`src/logic/gde_pkg.sv`:
```
// Constants and types shared by the dual-edge GPIO cell and its testbench; the cell sizes its sample FIFO from them
package gde_pkg;
    // Avalon-MM geometry and byte offsets
    localparam int          BUS_AW      = 4;
    localparam int          BUS_DW      = 32;
    localparam int          BUS_BE      = 4;
    localparam logic [3:0]  OFS_CTRL    = 4'h0;
    localparam logic [3:0]  OFS_STATUS  = 4'h4;
    localparam logic [3:0]  OFS_DATA    = 4'h8;
    // Reset value and writable mask of the control register
    localparam logic [31:0] CTRL_RST    = 32'h0000_0000;
    localparam logic [31:0] CTRL_MASK   = 32'h0000_7fff;
    // Control fields
    localparam int          CF_MODE_LO  = 0;
    localparam int          CF_MODE_HI  = 1;
    localparam int          CF_IN_REG   = 2;
    localparam int          CF_IN_NEG   = 3;
    localparam int          CF_OUT_REG  = 4;
    localparam int          CF_OUT_NEG  = 5;
    localparam int          CF_OE_REG   = 6;
    localparam int          CF_OE_NEG   = 7;
    localparam int          CF_INVERT   = 8;
    localparam int          CF_DUAL     = 9;
    localparam int          CF_RESYNC   = 10;
    localparam int          CF_DIFF     = 11;
    localparam int          CF_CAPTURE  = 12;
    localparam int          CF_ROUTE_LO = 13;
    localparam int          CF_ROUTE_HI = 14;
    // Status fields
    localparam int          ST_PAD      = 0;
    localparam int          ST_OVF      = 1;
    localparam int          ST_STALL    = 2;
    localparam int          ST_LVL_LO   = 8;
    localparam int          ST_LVL_HI   = 13;
    // Data register: valid flag position
    localparam int          DT_VALID    = 31;
    // Sample FIFO shape
    localparam int          FIFO_W      = 2;
    localparam int          FIFO_D      = 32;
    localparam int          FIFO_CW     = 6;
    // Mode codes as written by software
    localparam logic [1:0]  MC_IN       = 2'h0;
    localparam logic [1:0]  MC_OUT      = 2'h1;
    localparam logic [1:0]  MC_BIDIR    = 2'h2;
    localparam logic [1:0]  MC_CLKOUT   = 2'h3;
    // Bypass feed routing codes
    localparam logic [1:0]  RT_GLOBAL_CLOCK_NET     = 2'h0;
    localparam logic [1:0]  RT_GLOBAL_CONTROL_NET    = 2'h1;
    localparam logic [1:0]  RT_SYNTH    = 2'h2;
    localparam logic [1:0]  RT_CAMERA   = 2'h3;
    // Cell operating modes, one-hot
    typedef enum logic [3:0] {
        GDE_IN     = 4'b0001,
        GDE_OUT    = 4'b0010,
        GDE_BIDIR  = 4'b0100,
        GDE_CLKOUT = 4'b1000
    } gde_mode_t;
endpackage

```
`src/logic/gde_fifo.sv`:
```
// Synchronous FIFO with valid/ready on both sides
`timescale 1ns/1ps
module gde_fifo #(
    parameter int W  = 2,
    parameter int D  = 32,
    parameter int CW = 6
) (
    // Clock and reset
    input  wire logic          clk,
    input  wire logic          rst,
    // Fill side
    input  wire logic          in_valid,
    output logic               in_ready,
    input  wire logic [W-1:0]  in_data,
    // Drain side
    output logic               out_valid,
    input  wire logic          out_ready,
    output logic [W-1:0]       out_data,
    // Fill level
    output logic [CW-1:0]      level
);
    localparam int PW = $clog2(D);

    logic [W-1:0]  mem_q [D];     // Storage array
    logic [PW-1:0] wr_q;          // Write pointer
    logic [PW-1:0] rd_q;          // Read pointer
    logic [CW-1:0] cnt_q;         // Words held
    logic          push;
    logic          pop;

    // Honest flags straight from the count
    assign in_ready  = (cnt_q != CW'(D));
    assign out_valid = (cnt_q != '0);
    assign out_data  = mem_q[rd_q];
    assign level     = cnt_q;
    assign push      = in_valid && in_ready;
    assign pop       = out_valid && out_ready;

    // Storage has no reset; only the pointers and count matter
    always_ff @(posedge clk) begin
        if (push) begin
            mem_q[wr_q] <= in_data;
        end
    end

    // Pointers and count
    always_ff @(posedge clk or posedge rst) begin
        if (rst) begin
            wr_q  <= '0;
            rd_q  <= '0;
            cnt_q <= '0;
        end else begin
            if (push) begin
                wr_q <= PW'(wr_q + 1'b1);
            end
            if (pop) begin
                rd_q <= PW'(rd_q + 1'b1);
            end
            if (push && !pop) begin
                cnt_q <= CW'(cnt_q + 1'b1);
            end else if (pop && !push) begin
                cnt_q <= CW'(cnt_q - 1'b1);
            end
        end
    end
endmodule

```
`src/logic/gde_gpio_cell.sv`:
```
// GPIO cell with single- and dual-edge paths, bypass feed and Avalon-MM control
//
// Our own choices: the register addresses and the Avalon-MM slave port.
`timescale 1ns/1ps
module gde_gpio_cell (
    // Clock and reset
    input  wire logic                        ref_clk,
    input  wire logic                        rst,
    // Avalon-MM slave
    input  wire logic [gde_pkg::BUS_AW-1:0]  avs_address,
    input  wire logic                        avs_read,
    input  wire logic                        avs_write,
    input  wire logic [gde_pkg::BUS_DW-1:0]  avs_writedata,
    input  wire logic [gde_pkg::BUS_BE-1:0]  avs_byteenable,
    output logic [gde_pkg::BUS_DW-1:0]       avs_readdata,
    output logic                             avs_waitrequest,
    // Core side data
    input  wire logic [1:0]                  core_out,
    input  wire logic                        core_oe,
    output logic [1:0]                       core_in,
    // Pad
    input  wire logic                        pad_i,
    output logic                             pad_o,
    output logic                             pad_oe,
    // Bypass feed destinations
    output logic                             global_clock_net,
    output logic                             global_control_net,
    output logic                             synth_reference_input,
    output logic                             camera_link_reference_input
);
    import gde_pkg::*;

    // Map a software mode code onto the one-hot mode
    function automatic gde_mode_t decode_mode(input logic [1:0] code);
        gde_mode_t m;
        m = GDE_IN;
        if (code == MC_OUT) begin
            m = GDE_OUT;
        end else if (code == MC_BIDIR) begin
            m = GDE_BIDIR;
        end else if (code == MC_CLKOUT) begin
            m = GDE_CLKOUT;
        end
        return m;
    endfunction

    // Merge write data into a word under byte enables
    function automatic logic [31:0] merge_be(input logic [31:0] old, input logic [31:0] wd,
                                             input logic [3:0] be);
        logic [31:0] r;
        r = old;
        for (int i = 0; i < BUS_BE; i++) begin
            if (be[i]) begin
                r[i*8 +: 8] = wd[i*8 +: 8];
            end
        end
        return r;
    endfunction

    // Configuration and bus state
    logic [31:0]        ctrl_q;        // Control register
    logic               ack_q;         // Bus answer phase
    logic [31:0]        rdata_q;       // Registered read data
    logic [31:0]        rmux;          // Read data selection
    logic               ovf_q;         // Sticky missed-sample flag
    logic               stall_q;       // Capture held off by a full FIFO
    // Decoded configuration
    gde_mode_t          mode;
    logic               dual_w;        // Dual-edge in force
    logic               resync_w;      // Resync sub-mode in force
    logic               in_en;         // Input path enabled
    logic               out_en;        // Output path enabled
    logic               bypass_sel;    // Bypass feed selected
    logic [1:0]         route;         // Bypass destination
    // Input registers
    logic               in_pos_q;      // Rising-edge sample
    logic               in_neg_q;      // Falling-edge sample
    logic               in_pos_rs_q;   // Rising sample, realigned
    logic               in_neg_rs_q;   // Falling sample, half period later
    // Output and enable registers
    logic               out_pos_q;     // Rising-edge launch
    logic               out_neg_q;     // Falling-edge launch
    logic               out_lo_rs_q;   // Second bit caught on rising edge
    logic               oe_pos_q;
    logic               oe_neg_q;
    logic               out_val;
    logic               oe_val;
    // Pad level synchroniser for status
    logic               pad_s1_q;
    logic               pad_s2_q;
    logic               pad_s3_q;
    logic               pad_lvl_q;
    // FIFO hookup
    logic               push_valid;
    logic               push_ready;
    logic               pop_valid;
    logic               pop_ready;
    logic [FIFO_W-1:0]  pop_data;
    logic [FIFO_CW-1:0] fifo_lvl;
    // Bus decode
    logic               req;
    logic               take_wr;
    logic               miss;

    // Configuration decode
    always_comb begin
        mode       = decode_mode(ctrl_q[CF_MODE_HI:CF_MODE_LO]);
        dual_w     = ctrl_q[CF_DUAL] && !ctrl_q[CF_DIFF];
        resync_w   = dual_w && ctrl_q[CF_RESYNC];
        in_en      = (mode == GDE_IN) || (mode == GDE_BIDIR);
        out_en     = (mode == GDE_OUT) || (mode == GDE_BIDIR);
        bypass_sel = (mode == GDE_IN) && !ctrl_q[CF_IN_REG] && !dual_w;
        route      = ctrl_q[CF_ROUTE_HI:CF_ROUTE_LO];
    end

    // Rising-edge input registers and resync stage
    always_ff @(posedge ref_clk or posedge rst) begin
        if (rst) begin
            in_pos_q    <= 1'b0;
            in_pos_rs_q <= 1'b0;
            in_neg_rs_q <= 1'b0;
        end else begin
            in_pos_q    <= pad_i;
            in_pos_rs_q <= in_pos_q;
            in_neg_rs_q <= in_neg_q;
        end
    end

    // Falling-edge input register
    always_ff @(negedge ref_clk or posedge rst) begin
        if (rst) begin
            in_neg_q <= 1'b0;
        end else begin
            in_neg_q <= pad_i;
        end
    end

    // Data toward the core; zero while the input path is off
    always_comb begin
        core_in = '0;
        if (in_en) begin
            if (resync_w) begin
                core_in = {in_neg_rs_q, in_pos_rs_q};
            end else if (dual_w) begin
                core_in = {in_neg_q, in_pos_q};
            end else if (ctrl_q[CF_IN_REG]) begin
                core_in[0] = ctrl_q[CF_IN_NEG] ? in_neg_q : in_pos_q;
            end else begin
                core_in[0] = pad_i;
            end
        end
    end

    // Rising-edge output and enable registers
    always_ff @(posedge ref_clk or posedge rst) begin
        if (rst) begin
            out_pos_q   <= 1'b0;
            out_lo_rs_q <= 1'b0;
            oe_pos_q    <= 1'b0;
        end else begin
            out_pos_q   <= core_out[0];
            out_lo_rs_q <= core_out[1];
            oe_pos_q    <= core_oe;
        end
    end

    // Falling-edge output and enable registers
    always_ff @(negedge ref_clk or posedge rst) begin
        if (rst) begin
            out_neg_q <= 1'b0;
            oe_neg_q  <= 1'b0;
        end else begin
            // Resync takes bit1 from rising stage
            if (resync_w) begin
                out_neg_q <= out_lo_rs_q;
            end else if (dual_w) begin
                out_neg_q <= core_out[1];
            end else begin
                out_neg_q <= core_out[0];
            end
            oe_neg_q  <= core_oe;
        end
    end

    // Output value and drive enable selection
    always_comb begin
        if (dual_w) begin
            out_val = ref_clk ? out_pos_q : out_neg_q;
        end else if (ctrl_q[CF_OUT_REG]) begin
            out_val = ctrl_q[CF_OUT_NEG] ? out_neg_q : out_pos_q;
        end else begin
            out_val = core_out[0];
        end
        out_val = out_val ^ ctrl_q[CF_INVERT];
        if (ctrl_q[CF_OE_REG]) begin
            oe_val = ctrl_q[CF_OE_NEG] ? oe_neg_q : oe_pos_q;
        end else begin
            oe_val = core_oe;
        end
    end

    // Pad drive per mode; the clock glitches safely only at mode change
    always_comb begin
        pad_o  = 1'b0;
        pad_oe = 1'b0;
        case (mode)
            GDE_IN: begin
                pad_oe = 1'b0;
            end
            GDE_OUT: begin
                pad_o  = out_val;
                pad_oe = 1'b1;
            end
            GDE_BIDIR: begin
                pad_o  = out_val;
                pad_oe = oe_val;
            end
            GDE_CLKOUT: begin
                pad_o  = ref_clk;
                pad_oe = 1'b1;
            end
            default: begin
                pad_oe = 1'b0;
            end
        endcase
    end

    // Bypass feed: straight wire from the pad, no register anywhere
    always_comb begin
        global_clock_net            = bypass_sel && (route == RT_GLOBAL_CLOCK_NET) && pad_i;
        global_control_net          = bypass_sel && (route == RT_GLOBAL_CONTROL_NET) && pad_i;
        synth_reference_input       = bypass_sel && (route == RT_SYNTH) && pad_i;
        camera_link_reference_input = bypass_sel && (route == RT_CAMERA) && pad_i;
    end

    // Three-stage synchroniser; level accepted once stages two and three agree
    always_ff @(posedge ref_clk or posedge rst) begin
        if (rst) begin
            pad_s1_q  <= 1'b0;
            pad_s2_q  <= 1'b0;
            pad_s3_q  <= 1'b0;
            pad_lvl_q <= 1'b0;
        end else begin
            pad_s1_q <= pad_i;
            pad_s2_q <= pad_s1_q;
            pad_s3_q <= pad_s2_q;
            if (pad_s2_q == pad_s3_q) begin
                pad_lvl_q <= pad_s3_q;
            end
        end
    end

    // Capture core-side samples into the FIFO; a full FIFO stalls capture
    assign push_valid = ctrl_q[CF_CAPTURE] && in_en;
    assign miss       = push_valid && !push_ready;

    // Sample buffer between the cell and software
    gde_fifo #(
        .W  (FIFO_W),
        .D  (FIFO_D),
        .CW (FIFO_CW)
    ) u_fifo (
        .clk       (ref_clk),
        .rst       (rst),
        .in_valid  (push_valid),
        .in_ready  (push_ready),
        .in_data   (core_in),
        .out_valid (pop_valid),
        .out_ready (pop_ready),
        .out_data  (pop_data),
        .level     (fifo_lvl)
    );

    // Bus handshake: one wait cycle, then the answer edge
    assign req             = avs_read || avs_write;
    assign avs_waitrequest = req && !ack_q;
    assign avs_readdata    = rdata_q;
    assign take_wr         = avs_write && ack_q;
    assign pop_ready       = avs_read && ack_q && (avs_address == OFS_DATA);

    // Answer phase flag
    always_ff @(posedge ref_clk or posedge rst) begin
        if (rst) begin
            ack_q <= 1'b0;
        end else begin
            ack_q <= req && !ack_q;
        end
    end

    // Read selection; unmapped addresses read zero
    always_comb begin
        rmux = '0;
        if (avs_address == OFS_CTRL) begin
            rmux = ctrl_q;
        end else if (avs_address == OFS_STATUS) begin
            rmux[ST_PAD]                = pad_lvl_q;
            rmux[ST_OVF]                = ovf_q;
            rmux[ST_STALL]              = stall_q;
            rmux[ST_LVL_HI:ST_LVL_LO]   = fifo_lvl;
        end else if (avs_address == OFS_DATA) begin
            rmux[DT_VALID]              = pop_valid;
            rmux[FIFO_W-1:0]            = pop_data;
        end
    end

    // Read data held from the wait cycle through the answer edge
    always_ff @(posedge ref_clk or posedge rst) begin
        if (rst) begin
            rdata_q <= '0;
        end else if (avs_read && !ack_q) begin
            rdata_q <= rmux;
        end
    end

    // Control register write
    always_ff @(posedge ref_clk or posedge rst) begin
        if (rst) begin
            ctrl_q <= CTRL_RST;
        end else if (take_wr && (avs_address == OFS_CTRL)) begin
            ctrl_q <= merge_be(ctrl_q, avs_writedata, avs_byteenable) & CTRL_MASK;
        end
    end

    // Missed-sample flag: a new miss wins over a same-cycle clear
    always_ff @(posedge ref_clk or posedge rst) begin
        if (rst) begin
            ovf_q   <= 1'b0;
            stall_q <= 1'b0;
        end else begin
            stall_q <= miss;
            if (miss) begin
                ovf_q <= 1'b1;
            end else if (take_wr && (avs_address == OFS_STATUS) && avs_byteenable[0]
                         && avs_writedata[ST_OVF]) begin
                ovf_q <= 1'b0;
            end
        end
    end
endmodule

```
`config.mk`:
```
export PLATFORM = sky130hd
export DESIGN_NAME = gde_gpio_cell
export DESIGN_NICKNAME = d
export VERILOG_FILES = /design/src/logic/gde_pkg.sv /design/src/logic/gde_fifo.sv /design/src/logic/gde_gpio_cell.sv
export SDC_FILE = /design/constraint.sdc
export NUM_CORES = 1
export LEC_CHECK = 0
export ABC_AREA = 1
export BUFFER_PORTS_ARGS = -buffer_cell sky130_fd_sc_hd__buf_2
export CAP_MARGIN = 20
export CORE_ASPECT_RATIO = 0.75
export CORE_UTILIZATION = 37
export CTS_CLUSTER_DIAMETER = 50
export CTS_CLUSTER_SIZE = 10
export DETAILED_ROUTE_END_ITERATION = 8
export GPL_ROUTABILITY_DRIVEN = 0
export PLACE_DENSITY_LB_ADDON = 0.2
export SLEW_MARGIN = 40
export SYNTH_ARGS = -nofsm -noshare
export SYNTH_HDL_FRONTEND = slang
export SYNTH_HIERARCHICAL = 1
export SYNTH_SLANG_ARGS = --single-unit
```
`constraint.sdc`:
```
create_clock -name ref_clk -period 5.9 [get_ports ref_clk]
set_clock_uncertainty 0.2 [all_clocks]
set_input_delay 1.18 -clock ref_clk [delete_from_list [all_inputs] [get_ports ref_clk]]
set_output_delay 1.18 -clock ref_clk [all_outputs]
set_load 0.1 [all_outputs]
```
==> impl_summary.txt <==
----------------------------------------------------
[Route]
  First-pass detailed-route iteration total ... 5
  Wire length per cell after detailed routing ... 15.9 µm
  DR vias/cell ... 5.05
  Post-route antenna net violation count ... 0
  WL final ... around 15 mm
  Count of vias placed by the detailed router ... ~4800
  Number of remaining DRC errors ... 0
  DRT iter0 DRCs ... 390

[Pwr]
  Power per standard cell area ... 502 nW/µm²
  Relative contribution of sequential cells to total power ... between 30% and 40%
  P_int ... between 2000 and 2500 µW
  Switching Share ... between 30% and 40%
  Switching power ... around 1500 µW
  Fraction of power consumed by the clock network ... 39.8%
  Part of the power in combinational logic ... between 20% and 30%
  Worst voltage drop across the vdd grid ... approximately 0.26 mV
  Static Leakage ... around 0.0034 µW

[STA]
  Least-Margin Pin Slew ... 0.756 ns
  Worst slew margin relative to its limit ... roughly half
  Unrepaired setup endpoints after global routing ... yes
  Final Hold Vio Count ... 0
  Final worst slack ... -0.235 ns
  Number of slew-limit violations in the final report ... 0
  Total of endpoints with negative setup slack in the final report ... 6

[Global route]
  Pin count of the biggest net entering global routing ... 38
  First-pass GRT wire length ... about 24 mm
  Via count of the first global-routing pass ... roughly 4800
  GRT Residual Overflow ... 0
  All-Layer GR Usage ... between 10% and 20%
  Antenna violations before repair ... 0

[Layout]
  Combined area of the multi-input logic cells ... approximately 2300 µm²
  # nets final ... ~800
  Final antenna diode count ... 0
  Synthesis-to-finish area growth ... 22.5%
  Layout Cell Area excl Fill ... 7580 µm²
  Sequential cell area ... around 3400 µm²
  Share of post-route cells with drive strength above 1 ... a little under a fifth
  Most common cell after layout, fill and taps aside ... sky130_fd_sc_hd__nand2_1
  Most used cells in the layout excluding fill and tap cells ... sky130_fd_sc_hd__nand2_1 (161), sky130_fd_sc_hd__inv_1 (74), sky130_fd_sc_hd__nand3_1 (71), sky130_fd_sc_hd__edfxtp_1 (64), sky130_fd_sc_hd__dfrtp_1 (58)
  Number of fillers in the final layout ... around 1500

[Logic synthesis]
  Yosys warns ... 6
  Number of flops mapped to enable cells by yosys ... 64
  Leading post-synthesis cells by cell area ... sky130_fd_sc_hd__edfxtp_1 (31%), sky130_fd_sc_hd__dfrtp_1 (23%), sky130_fd_sc_hd__nand2_1 (10%), sky130_fd_sc_hd__nand3_1 (6.1%), sky130_fd_sc_hd__inv_1 (4.6%)
  Share of the synthesized area in the top cell type ... a little under a third
  Async set-reset flop share out of synthesis ... just under 50%
  Biggest area consumer among synthesized cells ... sky130_fd_sc_hd__edfxtp_1
  Most used flip-flop cell after synthesis ... sky130_fd_sc_hd__edfxtp_1
  Average cell area after synthesis ... just over 9 µm²
  Distinct cells, synth ... 39
  Total standard cell area after synthesis ... around 6200 µm²
  Number of instances in the synthesized netlist ... 665
  Register bit count reported by yosys ... between 100 and 150
  Sequential cell area fraction in the yosys report ... 55.7%

[Die]
  Starting density of the core ... 38.3%
  Standard-cell row count ... 40
  Floorplan core area ... 16200 µm²
  Vertical extent of the die ... around 110 µm
  Die Width ... roughly 150 µm
  Area enclosed by the die boundary ... about 17000 µm²
  Boundary Pins ... between 80 and 90

[Job]
  Max-capacitance violation count ... 0

[Critical path]
  Endpoint class of the critical path ... output pin
  Startpoint Class ... flip-flop
  Required time at the endpoint of the critical path ... ~4.5 ns
  Data arrival time of the critical path ... around 4.8 ns
  Type of the setup path with the least slack ... reg2out
  Maximum fanout along the worst path ... 2

[Min path]
  Hold Crit Class ... reg2reg

[Clock network]
  TritonCTS clock tree ... done
  Worst-path clk slew ... 0.06 ns
  Number of hold-repair buffers added at the cts stage ... 0
  Clock latency on the worst-skew pair ... 0.53 ns

[Outcome]
  Outcome ... finished, violations left
  Violated checks ... negative setup slack

[Placed design]
  Count of buffers inserted at the top-level ports ... 53
  Placement Setup Slack ... 0.267 ns
  Placed standard-cell area ... around 6600 µm²
  Post-detailed-placement half-perimeter wirelength ... roughly 10 mm

----------------------------------------------------
-- Yosys cell counts, types with 2 or more instances --
master / n
sky130_fd_sc_hd__o22ai_1: 2
sky130_fd_sc_hd__edfxtp_1: 64
sky130_fd_sc_hd__xor2_1: 6
sky130_fd_sc_hd__o31ai_1: 5
sky130_fd_sc_hd__o21ai_1: 3
sky130_fd_sc_hd__clkbuf_1: 2
sky130_fd_sc_hd__o211ai_1: 2
sky130_fd_sc_hd__nand2_1: 167
sky130_fd_sc_hd__buf_6: 11
sky130_fd_sc_hd__nor2_1: 35
sky130_fd_sc_hd__inv_4: 2
sky130_fd_sc_hd__buf_4: 21
sky130_fd_sc_hd__inv_2: 4
sky130_fd_sc_hd__ha_1: 15
sky130_fd_sc_hd__nor3_1: 33
sky130_fd_sc_hd__dfrtp_1: 58
sky130_fd_sc_hd__o21ai_0: 31
sky130_fd_sc_hd__xnor2_1: 2
sky130_fd_sc_hd__nor2_4: 2
sky130_fd_sc_hd__a21oi_1: 9
sky130_fd_sc_hd__nand3_1: 75
sky130_fd_sc_hd__nor4_1: 4
sky130_fd_sc_hd__buf_2: 4
sky130_fd_sc_hd__nand2_4: 2
sky130_fd_sc_hd__inv_1: 76
sky130_fd_sc_hd__dfrtn_1: 3
sky130_fd_sc_hd__nand2_2: 4
sky130_fd_sc_hd__o21ai_2: 3
sky130_fd_sc_hd__clkinv_1: 3
sky130_fd_sc_hd__a31oi_1: 8
-- per-stage QoR --
stage                     util (%)  cells  total power, µW  setup TNS [ns]  hold slack, ns
after global placement        40.8    911             2330               0           0.169
final                         46.9    958             3800          -0.454           0.197
after CTS                     46.7    958             3810          -0.630           0.195
after detailed placement      40.8    911             2360               0           0.175
after global routing          46.9    958             4010          -0.705           0.218
after floorplan                  -    680             2130          -0.921           0.147
-- worst max-delay path, stage by stage (launching register included) --
cell                        delay [ns]
sky130_fd_sc_hd__dfrtn_1          0.40
sky130_fd_sc_hd__nand2_1          0.07
sky130_fd_sc_hd__nand2_2          0.08
sky130_fd_sc_hd__nand2_4          0.07
sky130_fd_sc_hd__clkbuf_16        0.17
sky130_fd_sc_hd__nand3_4          0.05
sky130_fd_sc_hd__nand3_2          0.09
sky130_fd_sc_hd__a21oi_4          0.16
sky130_fd_sc_hd__buf_12           0.19
-- flip-flops by register name, indices dropped and copies added, names as in the netlist, 5 cells and up --
| register | cells |
|---|---|
| u_fifo/mem_q | 64 |
| u_fifo/rd_q | 5 |
| ctrl_q | 15 |
| avs_readdata | 16 |
| u_fifo/level | 6 |
| u_fifo/wr_q | 5 |
-- logic make-up (layout without fill, tap and decap cells) --
| kind of cell | Yosys count | in the layout | synth area share (%) |
|---|---|---|---|
| and+or+nand+nor | 326 | 326 | 23.3 |
| DFF | 125 | 125 | 55.7 |
| buffers and inverters | 123 | 191 | 10.2 |
| AOI/OAI and AO/OA | 65 | 65 | 6.02 |
| adders and majority gates | 17 | 17 | 3.52 |
| xor gates and xnor gates | 8 | 8 | 1.13 |
| other | 1 | 16 | 0.0606 |
-- repair_timing --
action,in CTS,in global routing
pin swaps,9,8
buffers inserted,3,0
endpoints found under the hold margin,0,0
gates resized for setup,11,9
setup endpoints to repair,7,7
-- metal layers --
metal	GRT usage [%]	routed length, µm	vias to the layer above
li1	-	-	2309
met1	26.3	7450	2359
met2	27.1	6660	149
met3	7.80	904	17
met4	9.27	251	0
met5	0	0	-
-- area by class of cell --
type                       count  area share (%)
timing repair buffer          61            4.92
clock buffer                  35            10.8
clock inverter                11            1.27
tap                          210            3.47
sequential                   125            45.5
multi-input combinational    432            29.9
inverter                      84            4.23
-- path summary, 6_finish.rpt --
check                           from            endpoint  slack [ns]  cells past startpoint
setup reg to reg            in_neg_q  u_fifo/mem_q[2][0]        1.16                      5
hold / removal              pad_s1_q            pad_s2_q        0.20                      0
setup / recovery           out_neg_q               pad_o       -0.24                      8
hold reg to reg             pad_s1_q            pad_s2_q        0.20                      0
min in group asynchronous        rst    avs_readdata[31]        0.44                      2
max in group asynchronous        rst            in_neg_q        1.89                      2
-- power groups by stage --
stage / clock [µW] / combinational (µW) / sequential [µW]
after floorplan: 79.6 / 820 / 1230
after global placement: 82.4 / 1090 / 1170
after detailed placement: 82.4 / 1110 / 1170
after CTS: 1520 / 1130 / 1160
after global routing: 1580 / 1250 / 1170
final: 1510 / 1130 / 1160
Note: power is estimated with default switching activity, not from simulation.
